**src/verilog/timer_io_pkg.sv**
```systemverilog
// constants and carrier types of the timer channel 1/2 pin control block
// assumes a 40 MHz peripheral clock and an AXI4-Lite master in front
package timer_io_pkg;

    // bus geometry
    localparam int ADDR_W = 8;
    localparam int DATA_W = 32;
    localparam int CNT_W  = 16;
    localparam int CTRL_W = 8;
    localparam int FLD_W  = 4;
    localparam int N_REG  = 4;

    // register byte offsets
    localparam logic [ADDR_W-1:0] OFF_CH1_CTRL = 8'h00;
    localparam logic [ADDR_W-1:0] OFF_CH2_CTRL = 8'h04;
    localparam logic [ADDR_W-1:0] OFF_PIN_STAT = 8'h08;
    localparam logic [ADDR_W-1:0] OFF_CAP_BASE = 8'h0c;
    localparam logic [ADDR_W-1:0] OFF_CAP_LAST = 8'h18;
    localparam int                WORD_LSB     = 2;

    // reset values
    localparam logic [CTRL_W-1:0] CTRL_RESET  = 8'h00;
    localparam logic [CNT_W-1:0]  CAP_RESET   = 16'h0000;
    localparam logic [N_REG-1:0]  LEVEL_RESET = 4'h0;
    localparam logic [N_REG-1:0]  OE_N_RESET  = 4'hf;

    // function field layout
    localparam int FLD_CAPTURE_BIT = 3;
    localparam int FLD_ALT_BIT     = 2;
    localparam int FLD_ACT_LSB     = 0;
    localparam int FLD_ACT_W       = 2;

    // action codes in the low two field bits
    localparam logic [1:0] ACT_NONE   = 2'h0;
    localparam logic [1:0] ACT_LOW    = 2'h1;
    localparam logic [1:0] ACT_HIGH   = 2'h2;
    localparam logic [1:0] ACT_TOGGLE = 2'h3;
    localparam logic [1:0] EDGE_RISE  = 2'h0;
    localparam logic [1:0] EDGE_FALL  = 2'h1;
    localparam logic [1:0] EDGE_BOTH  = 2'h2;
    localparam logic [1:0] EDGE_BOTH2 = 2'h3;

    // axi responses
    localparam logic [1:0] RESP_OKAY   = 2'h0;
    localparam logic [1:0] RESP_SLVERR = 2'h2;

    // index 0 ch1 reg a, 1 ch1 reg b, 2 ch2 reg a, 3 ch2 reg b
    typedef struct packed {
        logic [N_REG-1:0] match;
        logic             ch0_a_event;
        logic             ch0_c_event;
    } timer_events_t;

    typedef struct packed {
        logic [N_REG-1:0] level;
        logic [N_REG-1:0] oe_n;
    } pin_drive_t;

    typedef struct packed {
        logic [N_REG-1:0] strobe;
        logic [CNT_W-1:0] value;
    } capture_t;

endpackage

```
**src/verilog/timer_channel_io_control.sv**
```systemverilog
// pin function control of timer channels 1 and 2, AXI4-Lite slave
// counter, compare logic and channel 0 sit outside; their events
// arrive as one-cycle pulses on aclk, pins arrive asynchronously
`timescale 1ns/10ps

module timer_channel_io_control (
    // clock and reset
    input  wire  logic                              aclk,
    input  wire  logic                              aresetn,
    // axi4-lite write address
    input  wire  logic [timer_io_pkg::ADDR_W-1:0]   awaddr,
    input  wire  logic [2:0]                        awprot,
    input  wire  logic                              awvalid,
    output logic                                    awready,
    // axi4-lite write data
    input  wire  logic [timer_io_pkg::DATA_W-1:0]   wdata,
    input  wire  logic [3:0]                        wstrb,
    input  wire  logic                              wvalid,
    output logic                                    wready,
    // axi4-lite write response
    output logic [1:0]                              bresp,
    output logic                                    bvalid,
    input  wire  logic                              bready,
    // axi4-lite read address
    input  wire  logic [timer_io_pkg::ADDR_W-1:0]   araddr,
    input  wire  logic [2:0]                        arprot,
    input  wire  logic                              arvalid,
    output logic                                    arready,
    // axi4-lite read data
    output logic [timer_io_pkg::DATA_W-1:0]         rdata,
    output logic [1:0]                              rresp,
    output logic                                    rvalid,
    input  wire  logic                              rready,
    // timer core side
    input  wire  logic [timer_io_pkg::CNT_W-1:0]    count_value,
    input  wire  timer_io_pkg::timer_events_t       events,
    output timer_io_pkg::capture_t                  capture,
    // pins: ch1_pin_a, ch1_pin_b, ch2_pin_a, ch2_pin_b
    input  wire  logic [timer_io_pkg::N_REG-1:0]    pin_in,
    output timer_io_pkg::pin_drive_t                pin_drive
);

    localparam int N = timer_io_pkg::N_REG;
    localparam int W = timer_io_pkg::FLD_W;
    localparam int WORD_LSB_P = timer_io_pkg::WORD_LSB;
    localparam logic [N-1:0] LEVEL_RESET_P = timer_io_pkg::LEVEL_RESET;

    // control registers
    logic [timer_io_pkg::CTRL_W-1:0] ch1_ctrl_q;
    logic [timer_io_pkg::CTRL_W-1:0] ch2_ctrl_q;

    // axi state
    logic                            awready_q;
    logic                            wready_q;
    logic                            aw_have_q;
    logic                            w_have_q;
    logic [timer_io_pkg::ADDR_W-1:0] aw_addr_q;
    logic [timer_io_pkg::CTRL_W-1:0] w_data_q;
    logic                            w_strb_q;
    logic                            bvalid_q;
    logic [1:0]                      bresp_q;
    logic                            arready_q;
    logic                            rvalid_q;
    logic [1:0]                      rresp_q;
    logic [timer_io_pkg::DATA_W-1:0] rdata_q;

    // pin synchroniser and edge history
    logic [N-1:0] pin_s1_q;
    logic [N-1:0] pin_s2_q;
    logic [N-1:0] pin_s3_q;

    // pin drive and capture state
    logic [N-1:0]                   level_q;
    logic [N-1:0]                   level_d;
    logic [N-1:0]                   oe_n_q;
    logic [N-1:0]                   oe_n_d;
    logic [N-1:0]                   cap_stb_q;
    logic [N-1:0]                   cap_trig;
    logic [timer_io_pkg::CNT_W-1:0] cap_q [N];
    logic [timer_io_pkg::CNT_W-1:0] cap_d [N];
    logic [timer_io_pkg::CNT_W-1:0] cap_val_q;
    logic [timer_io_pkg::CNT_W-1:0] cap_val_d;

    // field split, index 0 ch1 a, 1 ch1 b, 2 ch2 a, 3 ch2 b
    logic [W-1:0] fld [N];
    logic [N-1:0] fld_wr;

    assign fld[0] = ch1_ctrl_q[W-1:0];
    assign fld[1] = ch1_ctrl_q[2*W-1:W];
    assign fld[2] = ch2_ctrl_q[W-1:0];
    assign fld[3] = ch2_ctrl_q[2*W-1:W];

    // write decode
    wire do_write = aw_have_q & w_have_q & ~bvalid_q;
    wire [timer_io_pkg::ADDR_W-1:0] aw_word =
        {aw_addr_q[timer_io_pkg::ADDR_W-1:WORD_LSB_P], 2'h0};
    wire wr_ch1 = do_write & w_strb_q &
                  (aw_word == timer_io_pkg::OFF_CH1_CTRL);
    wire wr_ch2 = do_write & w_strb_q &
                  (aw_word == timer_io_pkg::OFF_CH2_CTRL);
    wire aw_mapped = (aw_word <= timer_io_pkg::OFF_CAP_LAST);

    assign fld_wr = {wr_ch2, wr_ch2, wr_ch1, wr_ch1};

    // read decode
    wire [timer_io_pkg::ADDR_W-1:0] ar_word =
        {araddr[timer_io_pkg::ADDR_W-1:WORD_LSB_P], 2'h0};
    wire [timer_io_pkg::ADDR_W-1:0] ar_cap_off =
        ar_word - timer_io_pkg::OFF_CAP_BASE;
    wire [1:0] ar_cap_idx = ar_cap_off[WORD_LSB_P+1:WORD_LSB_P];
    wire ar_is_cap = (ar_word >= timer_io_pkg::OFF_CAP_BASE) &
                     (ar_word <= timer_io_pkg::OFF_CAP_LAST);
    wire ar_mapped = (ar_word <= timer_io_pkg::OFF_CAP_LAST);
    wire [timer_io_pkg::DATA_W-1:0] rd_mux =
        (ar_word == timer_io_pkg::OFF_CH1_CTRL) ?
            {24'h000000, ch1_ctrl_q} :
        (ar_word == timer_io_pkg::OFF_CH2_CTRL) ?
            {24'h000000, ch2_ctrl_q} :
        (ar_word == timer_io_pkg::OFF_PIN_STAT) ?
            {16'h0000, ~oe_n_q, level_q, 4'h0, pin_s2_q} :
        ar_is_cap ? {16'h0000, cap_q[ar_cap_idx]} :
            32'h00000000;

    // per register function logic
    genvar i;
    generate
        for (i = 0; i < N; i++) begin : g_reg
            wire [1:0] act = fld[i][timer_io_pkg::FLD_ACT_LSB +:
                                    timer_io_pkg::FLD_ACT_W];
            wire is_cap = fld[i][timer_io_pkg::FLD_CAPTURE_BIT];
            wire alt    = fld[i][timer_io_pkg::FLD_ALT_BIT];
            wire rise   = pin_s2_q[i] & ~pin_s3_q[i];
            wire fall   = ~pin_s2_q[i] & pin_s3_q[i];
            wire ch0_ev = (i == 0) ? events.ch0_a_event
                                   : events.ch0_c_event;
            wire pin_trig =
                (act == timer_io_pkg::EDGE_RISE) ? rise :
                (act == timer_io_pkg::EDGE_FALL) ? fall :
                (act == timer_io_pkg::EDGE_BOTH) ? rise | fall
                : (~alt & (rise | fall));
            wire trig_ch1 = alt ? ch0_ev : pin_trig;
            assign cap_trig[i] = is_cap &
                ((i < 2) ? trig_ch1 : pin_trig);
            assign cap_d[i] = cap_trig[i] ? count_value : cap_q[i];
            // compare output: disabled codes and capture leave pin free
            wire drive = ~is_cap & (act != timer_io_pkg::ACT_NONE);
            wire hit = drive & events.match[i];
            assign oe_n_d[i] = ~drive;
            assign level_d[i] =
                fld_wr[i] ? w_data_q[i%2*W + timer_io_pkg::FLD_ALT_BIT] :
                ~hit ? level_q[i] :
                (act == timer_io_pkg::ACT_LOW)  ? 1'b0 :
                (act == timer_io_pkg::ACT_HIGH) ? 1'b1 :
                ~level_q[i];
        end
    endgenerate

    // lowest index wins when captures collide on the shared value port
    always_comb begin
        cap_val_d = cap_val_q;
        for (int k = N - 1; k >= 0; k--) begin
            if (cap_trig[k]) begin
                cap_val_d = count_value;
            end
        end
    end

    // control registers, reset to output disabled
    always_ff @(posedge aclk) begin
        if (!aresetn) begin
            ch1_ctrl_q <= timer_io_pkg::CTRL_RESET;
            ch2_ctrl_q <= timer_io_pkg::CTRL_RESET;
        end else begin
            if (wr_ch1) begin
                ch1_ctrl_q <= w_data_q;
            end
            if (wr_ch2) begin
                ch2_ctrl_q <= w_data_q;
            end
        end
    end

    // pin synchroniser, drive and capture registers
    always_ff @(posedge aclk) begin
        if (!aresetn) begin
            pin_s1_q  <= LEVEL_RESET_P;
            pin_s2_q  <= LEVEL_RESET_P;
            pin_s3_q  <= LEVEL_RESET_P;
            level_q   <= LEVEL_RESET_P;
            oe_n_q    <= timer_io_pkg::OE_N_RESET;
            cap_stb_q <= LEVEL_RESET_P;
            cap_val_q <= timer_io_pkg::CAP_RESET;
            for (int k = 0; k < N; k++) begin
                cap_q[k] <= timer_io_pkg::CAP_RESET;
            end
        end else begin
            pin_s1_q  <= pin_in;
            pin_s2_q  <= pin_s1_q;
            pin_s3_q  <= pin_s2_q;
            level_q   <= level_d;
            oe_n_q    <= oe_n_d;
            cap_stb_q <= cap_trig;
            cap_val_q <= cap_val_d;
            cap_q     <= cap_d;
        end
    end

    // axi write channel
    always_ff @(posedge aclk) begin
        if (!aresetn) begin
            awready_q <= 1'b1;
            wready_q  <= 1'b1;
            aw_have_q <= 1'b0;
            w_have_q  <= 1'b0;
            aw_addr_q <= timer_io_pkg::OFF_CH1_CTRL;
            w_data_q  <= timer_io_pkg::CTRL_RESET;
            w_strb_q  <= 1'b0;
            bvalid_q  <= 1'b0;
            bresp_q   <= timer_io_pkg::RESP_OKAY;
        end else begin
            if (awvalid && awready_q) begin
                awready_q <= 1'b0;
                aw_have_q <= 1'b1;
                aw_addr_q <= awaddr;
            end
            if (wvalid && wready_q) begin
                wready_q <= 1'b0;
                w_have_q <= 1'b1;
                w_data_q <= wdata[timer_io_pkg::CTRL_W-1:0];
                w_strb_q <= wstrb[0];
            end
            if (do_write) begin
                bvalid_q <= 1'b1;
                bresp_q  <= aw_mapped ? timer_io_pkg::RESP_OKAY
                                      : timer_io_pkg::RESP_SLVERR;
            end
            if (bvalid_q && bready) begin
                bvalid_q  <= 1'b0;
                aw_have_q <= 1'b0;
                w_have_q  <= 1'b0;
                awready_q <= 1'b1;
                wready_q  <= 1'b1;
            end
        end
    end

    // axi read channel
    always_ff @(posedge aclk) begin
        if (!aresetn) begin
            arready_q <= 1'b1;
            rvalid_q  <= 1'b0;
            rresp_q   <= timer_io_pkg::RESP_OKAY;
            rdata_q   <= 32'h00000000;
        end else if (arvalid && arready_q) begin
            arready_q <= 1'b0;
            rvalid_q  <= 1'b1;
            rdata_q   <= rd_mux;
            rresp_q   <= ar_mapped ? timer_io_pkg::RESP_OKAY
                                   : timer_io_pkg::RESP_SLVERR;
        end else if (rvalid_q && rready) begin
            arready_q <= 1'b1;
            rvalid_q  <= 1'b0;
        end
    end

    // outputs, all straight from flip-flops
    assign awready   = awready_q;
    assign wready    = wready_q;
    assign bvalid    = bvalid_q;
    assign bresp     = bresp_q;
    assign arready   = arready_q;
    assign rvalid    = rvalid_q;
    assign rresp     = rresp_q;
    assign rdata     = rdata_q;
    assign pin_drive = '{level: level_q, oe_n: oe_n_q};
    assign capture   = '{strobe: cap_stb_q, value: cap_val_q};

endmodule

```
**config.mk**
```make
export PLATFORM = sky130hd
export DESIGN_NAME = timer_channel_io_control
export DESIGN_NICKNAME = d
export VERILOG_FILES = /design/src/verilog/timer_io_pkg.sv /design/src/verilog/timer_channel_io_control.sv
export SDC_FILE = /design/constraint.sdc
export NUM_CORES = 1
export LEC_CHECK = 0
export BUFFER_PORTS_ARGS = -buffer_cell sky130_fd_sc_hd__buf_2
export CAP_MARGIN = 20
export CORE_AREA = 5 5 115 117
export CTS_CLUSTER_SIZE = 16
export DETAILED_ROUTE_END_ITERATION = 7
export DIE_AREA = 0 0 120 122
export GPL_ROUTABILITY_DRIVEN = 0
export PLACE_DENSITY_LB_ADDON = 0.2
export SLEW_MARGIN = 20
export SYNTH_ARGS = -nofsm -noshare
export SYNTH_HDL_FRONTEND = slang
export SYNTH_SLANG_ARGS = --single-unit
```
**constraint.sdc**
```tcl
create_clock -name aclk -period 5.26 [get_ports aclk]
set_clock_uncertainty 0.05 [all_clocks]
set_input_delay 0.526 -clock aclk [delete_from_list [all_inputs] [get_ports aclk]]
set_output_delay 0.526 -clock aclk [all_outputs]
set_load 0.05 [all_outputs]
```
### After elaboration in Yosys (flattened, before gate mapping)

Cells that the tools add are included.

| storage, ports and cells | value |
|---|---|
| register bits after elaboration | 180 |

| cells by class | value |
|---|---|
| equality and inequality tests | 11 |
| add/sub/neg operators | 1 |
| muxes and demuxes | 47 |
| magnitude comparators | 4 |
| bitwise gates (word level) | 62 |
| reduce and logical (&&, ||, !) cells | 22 |

Operators by type and width:

| cell | number |
|---|---|
| 16-bit 2-to-1 mux | 10 |
| 1-bit 2-to-1 mux | 34 |
| 16-bit binary-select mux with 2-bit select | 1 |
| 1-bit AND | 30 |
| 1-bit inverter | 26 |
| 2-bit nonzero test | 9 |
| 8-bit by 5-bit less-or-equal comparator with 1-bit output (second input constant) | 2 |
| 8-bit logical NOT | 2 |
| 6-bit by 1-bit == test with 1-bit output (second input constant) | 2 |
| 2-bit by 1-bit == test with 1-bit output (second input constant) | 4 |
| 2-bit == test (second input constant) | 4 |
| 8-bit by 4-bit greater-or-equal comparator with 1-bit output (second input constant) | 1 |
| 2-bit logical NOT | 4 |
| 6-bit by 2-bit == test with 1-bit output (second input constant) | 1 |
| 1-bit logical AND | 5 |
| 2-bit 2-to-1 mux | 2 |
| 4-bit inverter | 1 |
| 1-bit OR | 4 |
| 4-bit nonzero test | 1 |
| 4-bit subtractor (second input constant) | 1 |
| 3-bit greater-or-equal comparator (second input constant) | 1 |
| 2-bit inverter with 3-bit output | 1 |
| 2-bit OR reduction | 1 |

### Logic depth before layout (Yosys ltp)

| depth | value |
|---|---|
| depth in word-level cells | 12 |
| mapped depth | 10 |
| gate-level depth less buffers | 7 |

### Least setup slack after synthesis

OpenSTA, ideal clock, no wires.

| timing path | value |
|---|---|
| path kind | input to register |
| start point | input araddr[2] (netlist bit) |
| end point | register rdata_q (netlist bit rdata[6]) |
| data required time | 5,077 ps |
| slack | 2,491 ps |
| arrival time | 2,586 ps |
| setup time | 133 ps |
| buffers on the path | 4 |
| cell stages on the path | 9 |
| cell sequence | buf_2 buf_2 inv_1 ha_1 buf_2 clkbuf_1 mux4_2 a221oi_1 nor4_1 |

| between the ends | value |
|---|---|
| cells in the longest elaborated chain, start to end | 9 |
| elaborated cells on any way between the ends | 15 |
| those cells by class | add/sub: 1; order compare: 2; eq/ne: 2; mux: 7; bitwise: 2; reduce/logical: 1 |

RTL lines:

| what | RTL line | source |
|---|---|---|
| start, declared | timer_channel_io_control.sv:25 | `input wire logic [timer_io_pkg::ADDR_W-1:0] araddr,` |
| 4-bit subtractor | timer_channel_io_control.sv:109 | `ar_word - timer_io_pkg::OFF_CAP_BASE;` |
| 2-bit inverter with 3-bit output (not written as such) | timer_channel_io_control.sv:121 | `ar_is_cap ? {16'h0000, cap_q[ar_cap_idx]} :` |
| 16-bit binary-select mux with 2-bit select | timer_channel_io_control.sv:121 |  |
| 16-bit 2-to-1 mux (not written as such) (2 in series) | timer_channel_io_control.sv:121 |  |
| 16-bit 2-to-1 mux | timer_channel_io_control.sv:121 |  |
| 16-bit 2-to-1 mux | timer_channel_io_control.sv:119 | `(ar_word == timer_io_pkg::OFF_PIN_STAT) ?` |
| 16-bit 2-to-1 mux | timer_channel_io_control.sv:117 | `(ar_word == timer_io_pkg::OFF_CH2_CTRL) ?` |
| 16-bit 2-to-1 mux * | timer_channel_io_control.sv:115 | `(ar_word == timer_io_pkg::OFF_CH1_CTRL) ?` |
| end signal, assigned | timer_channel_io_control.sv:257 | `rdata_q <= rd_mux;` |
| end, declared | timer_channel_io_control.sv:65 | `logic [timer_io_pkg::DATA_W-1:0] rdata_q;` |

Mark *: on every way between the ends. The rest lies on a longest branch, timed or not. The select of a mux whose other input is x is not followed.
A chain may end at the register's enable or synchronous reset.

### Worst setup path in the final report

| timing path | value |
|---|---|
| start point | input araddr[2] (netlist bit) |
| end point | register rdata_q (netlist bit rdata[0]) |

The elaborated chain is that of the path after synthesis.

==> run_results.csv <==
group,metric,value,unit
status,status,"finished, final reports clean",
critical_path,r2r-end,"cap_val_q[11]",
floorplan,initial_core_util,0.554,
global_routing,grt_util_met1,0.290,
drt,viasPerCell,5.49,
floorplan,die_area,14600,µm²
floorplan,ioPinCount,160,
global_routing,grtUsageMet2,0.350,
sta,slew_violations,0,
drt,drt_pass1_iterations,5,
critical_path,start_kind,"primary input",
sta,rsz0062_at_grt,"no",
critical_path,rrSetupSlack,2960,ps
floorplan,num_rows,41,
flow_run,drv_cap,0,
critical_path,required,5500,ps
layout,nNetsFinal,913,
min_path,hold_depth,2,
sta,finalCritPeriodShare,0.537,
logic_synthesis,ys_types,45,
min_path,hp-class,"in2reg",
logic_synthesis,syn_area,6800,µm²
clock_tree,clockRootBuffer,"clkbuf_16",
global_routing,grt_pass1_wl,25200,µm
logic_synthesis,synth_edf_count,0,
logic_synthesis,ys.warnings.count,0,
drt,wl_per_cell,16.1,µm
layout,syn_to_final_growth,15.6,%
min_path,hold_end,"pin_s1_q[2]",
clock_tree,post_cts_buffers,0,
placement,dp_hpwl,11000,µm
global_routing,grt_pass1_vias,5043,
layout,antenna_cells,0,
sta,hold_viol,0,
clock_tree,cts_tree,"yes",
clock_tree,clockBufferDepth,2,
logic_synthesis,yosys_register_bits,160,
global_routing,met3_usage,0.0464,
clock_tree,cts_buffers,17,
logic_synthesis,ys.flop_type,"dfxtp_1",
clock_tree,cts_hold_buf,0,
sta,slew_headroom,0.371,
drt,ant_nets,0,
logic_synthesis,synth_cells,728,
critical_path,r2r_start,"pin_s2_q[0]",
layout,drive_gt1_frac,0.204,
power_and_ir_drop,p_per_area,340,nW/µm²
drt,vias,5342,
critical_path,cp-end-kind,"register",
clock_tree,cts_resized,0,
critical_path,crit_fanout,19,
logic_synthesis,synth_seq_area_share,0.471,
logic_synthesis,ys_async_sr_fraction,0,
critical_path,critical_path_class,"in2reg",
clock_tree,clock-sinks,160,
logic_synthesis,synth.avg_cell_area,9.34,µm²
floorplan,die_h,122,µm
clock_tree,cts.clk_slew.worst_paths,60,ps
floorplan,fp.dieW,120,µm
sta,fin_crit,2830,ps
clock_tree,clk_latency,420,ps
global_routing,grt_max_degree,83,
global_routing,grt.busiest_layer,"met2",
sta,worstMarginPinSlew,944,ps
power_and_ir_drop,totalPowerFinal,0.00267,W
global_routing,overflow,0,
sta,finalSetupTns,0,ps
floorplan,core_area,12300,µm²
power_and_ir_drop,p_leak,3.69,nW
drt,drt_iter0_markers,361,
drt,drc_errors,0,
critical_path,cp.arrival,3070,ps
clock_tree,htree_levels,4,
global_routing,grtUsageTotal,0.218,
min_path,min_from,"pin_in[2]",
global_routing,antenna_found_initial,0,
drt,routed_wl,15600,µm
placement,place.port_buffers,104,
power_and_ir_drop,peakVddDrop,236,µV
sta,max_freq,0.354,GHz
layout,fillers,1015,
critical_path,startpoint,"araddr[2]",
critical_path,rr_worst_depth,8,
sta,setup_viol,0,
worst max-delay path by stage:
stage,end,slack (ps),cells after the start
floorplan,rdata[6],2490,9
global placement,rdata[0],1940,6
detailed placement,rdata[3],1950,6
CTS,rdata[3],2390,6
global route,rdata[1],2210,6
finish,rdata[0],2430,6
through the flow:
stage / area [µm²] / worst slack (ps) / utilization / hold WS [ps] / cells
detailed placement: 7250 / 1950 / 0.592 / 379 / 941
finish: 7860 / 2430 / 0.641 / 264 / 973
CTS: 7860 / 2390 / 0.641 / 249 / 973
floorplan: 6860 / 2490 / - / 362 / 745
global route: 7860 / 2210 / 0.641 / 251 / 973
global placement: 7250 / 1940 / 0.592 / 377 / 941
placed cells by master (no fill, tap or decap), drive strengths merged, types with 3 or more instances in the layout:
cell type and instances:
conb 18, nand3 8, o311ai 3, clkinvlp 5
a22oi 4, a31oi 4, buf 110, mux2i 81
and2 13, a221oi 8, nand2 130, a21oi 47
dfxtp 160, or3 8, nor2b 7, nand2b 4
mux4 16, ha 12, a21o 3, nor2 86
nor4 9, nor3 12, o21ai 15, clkinv 6
o211ai 8, clkbuf 18, bufinv 3, inv 16
cells in the mapped netlist (all sizes together) (12+ instances only):
master / instances / area (µm²)
mux4: 16 / 360
and2: 13 / 82.6
inv: 16 / 60.1
dfxtp: 160 / 3200
nor3: 12 / 60.1
nor2: 86 / 323
o21ai: 15 / 75.1
nand2: 130 / 488
mux2i: 81 / 811
a21oi: 47 / 235
buf: 37 / 263
clkbuf: 27 / 104
ha: 12 / 150
state kept, by name (all words and copies together), names as in the netlist, 4 cells and up:
register,cells
pin_s3_q,4
cap_val_q,16
pin_s2_q,4
cap_stb_q,4
w_data_q,8
pin_s1_q,4
ch1_ctrl_q,8
aw_addr_q,6
cap_q,64
rdata,16
level_q,4
oe_n_q,4
ch2_ctrl_q,8
report_power, final:
group          total [W]  internal (W)  switching [W]
clock network    0.00125      0.000756       0.000489
registers        0.00124       0.00123      0.0000133
logic           0.000185     0.0000509       0.000134
total            0.00267       0.00204       0.000636
worst max-delay path, cell delays in order:
cell and delay, ps:
buf_2 470, inv_1 140, ha_1 850, mux4_2 600, a221oi_1 350, o21ai_0 120
layout make-up:
| class | count | area, µm² | share of cell area |
|---|---|---|---|
| multi-input combinational | 505 | 3240 | 0.412 |
| sequential | 160 | 3200 | 0.408 |
| timing repair buffer | 110 | 566 | 0.0720 |
| clock buffer | 18 | 439 | 0.0559 |
| tap | 150 | 188 | 0.0239 |
| clock inverter | 14 | 165 | 0.0210 |
| inverter | 16 | 61.3 | 0.00780 |
metal layers:
layer  vias up  part of all wire
li1       2603                 -
met1      2559              0.44
met2       165              0.48
met3        15             0.064
met4         0             0.015
met5         -                 0
cells by family after synthesis:
| group | share of synthesized area |
|---|---|
| compound gates | 0.0872 |
| simple gates | 0.182 |
| mux | 0.174 |
| fa+ha+maj | 0.0221 |
| flops | 0.471 |
| buf+inv | 0.0628 |
| other cells | 0.000552 |
Power figures use the tool's default switching activity.
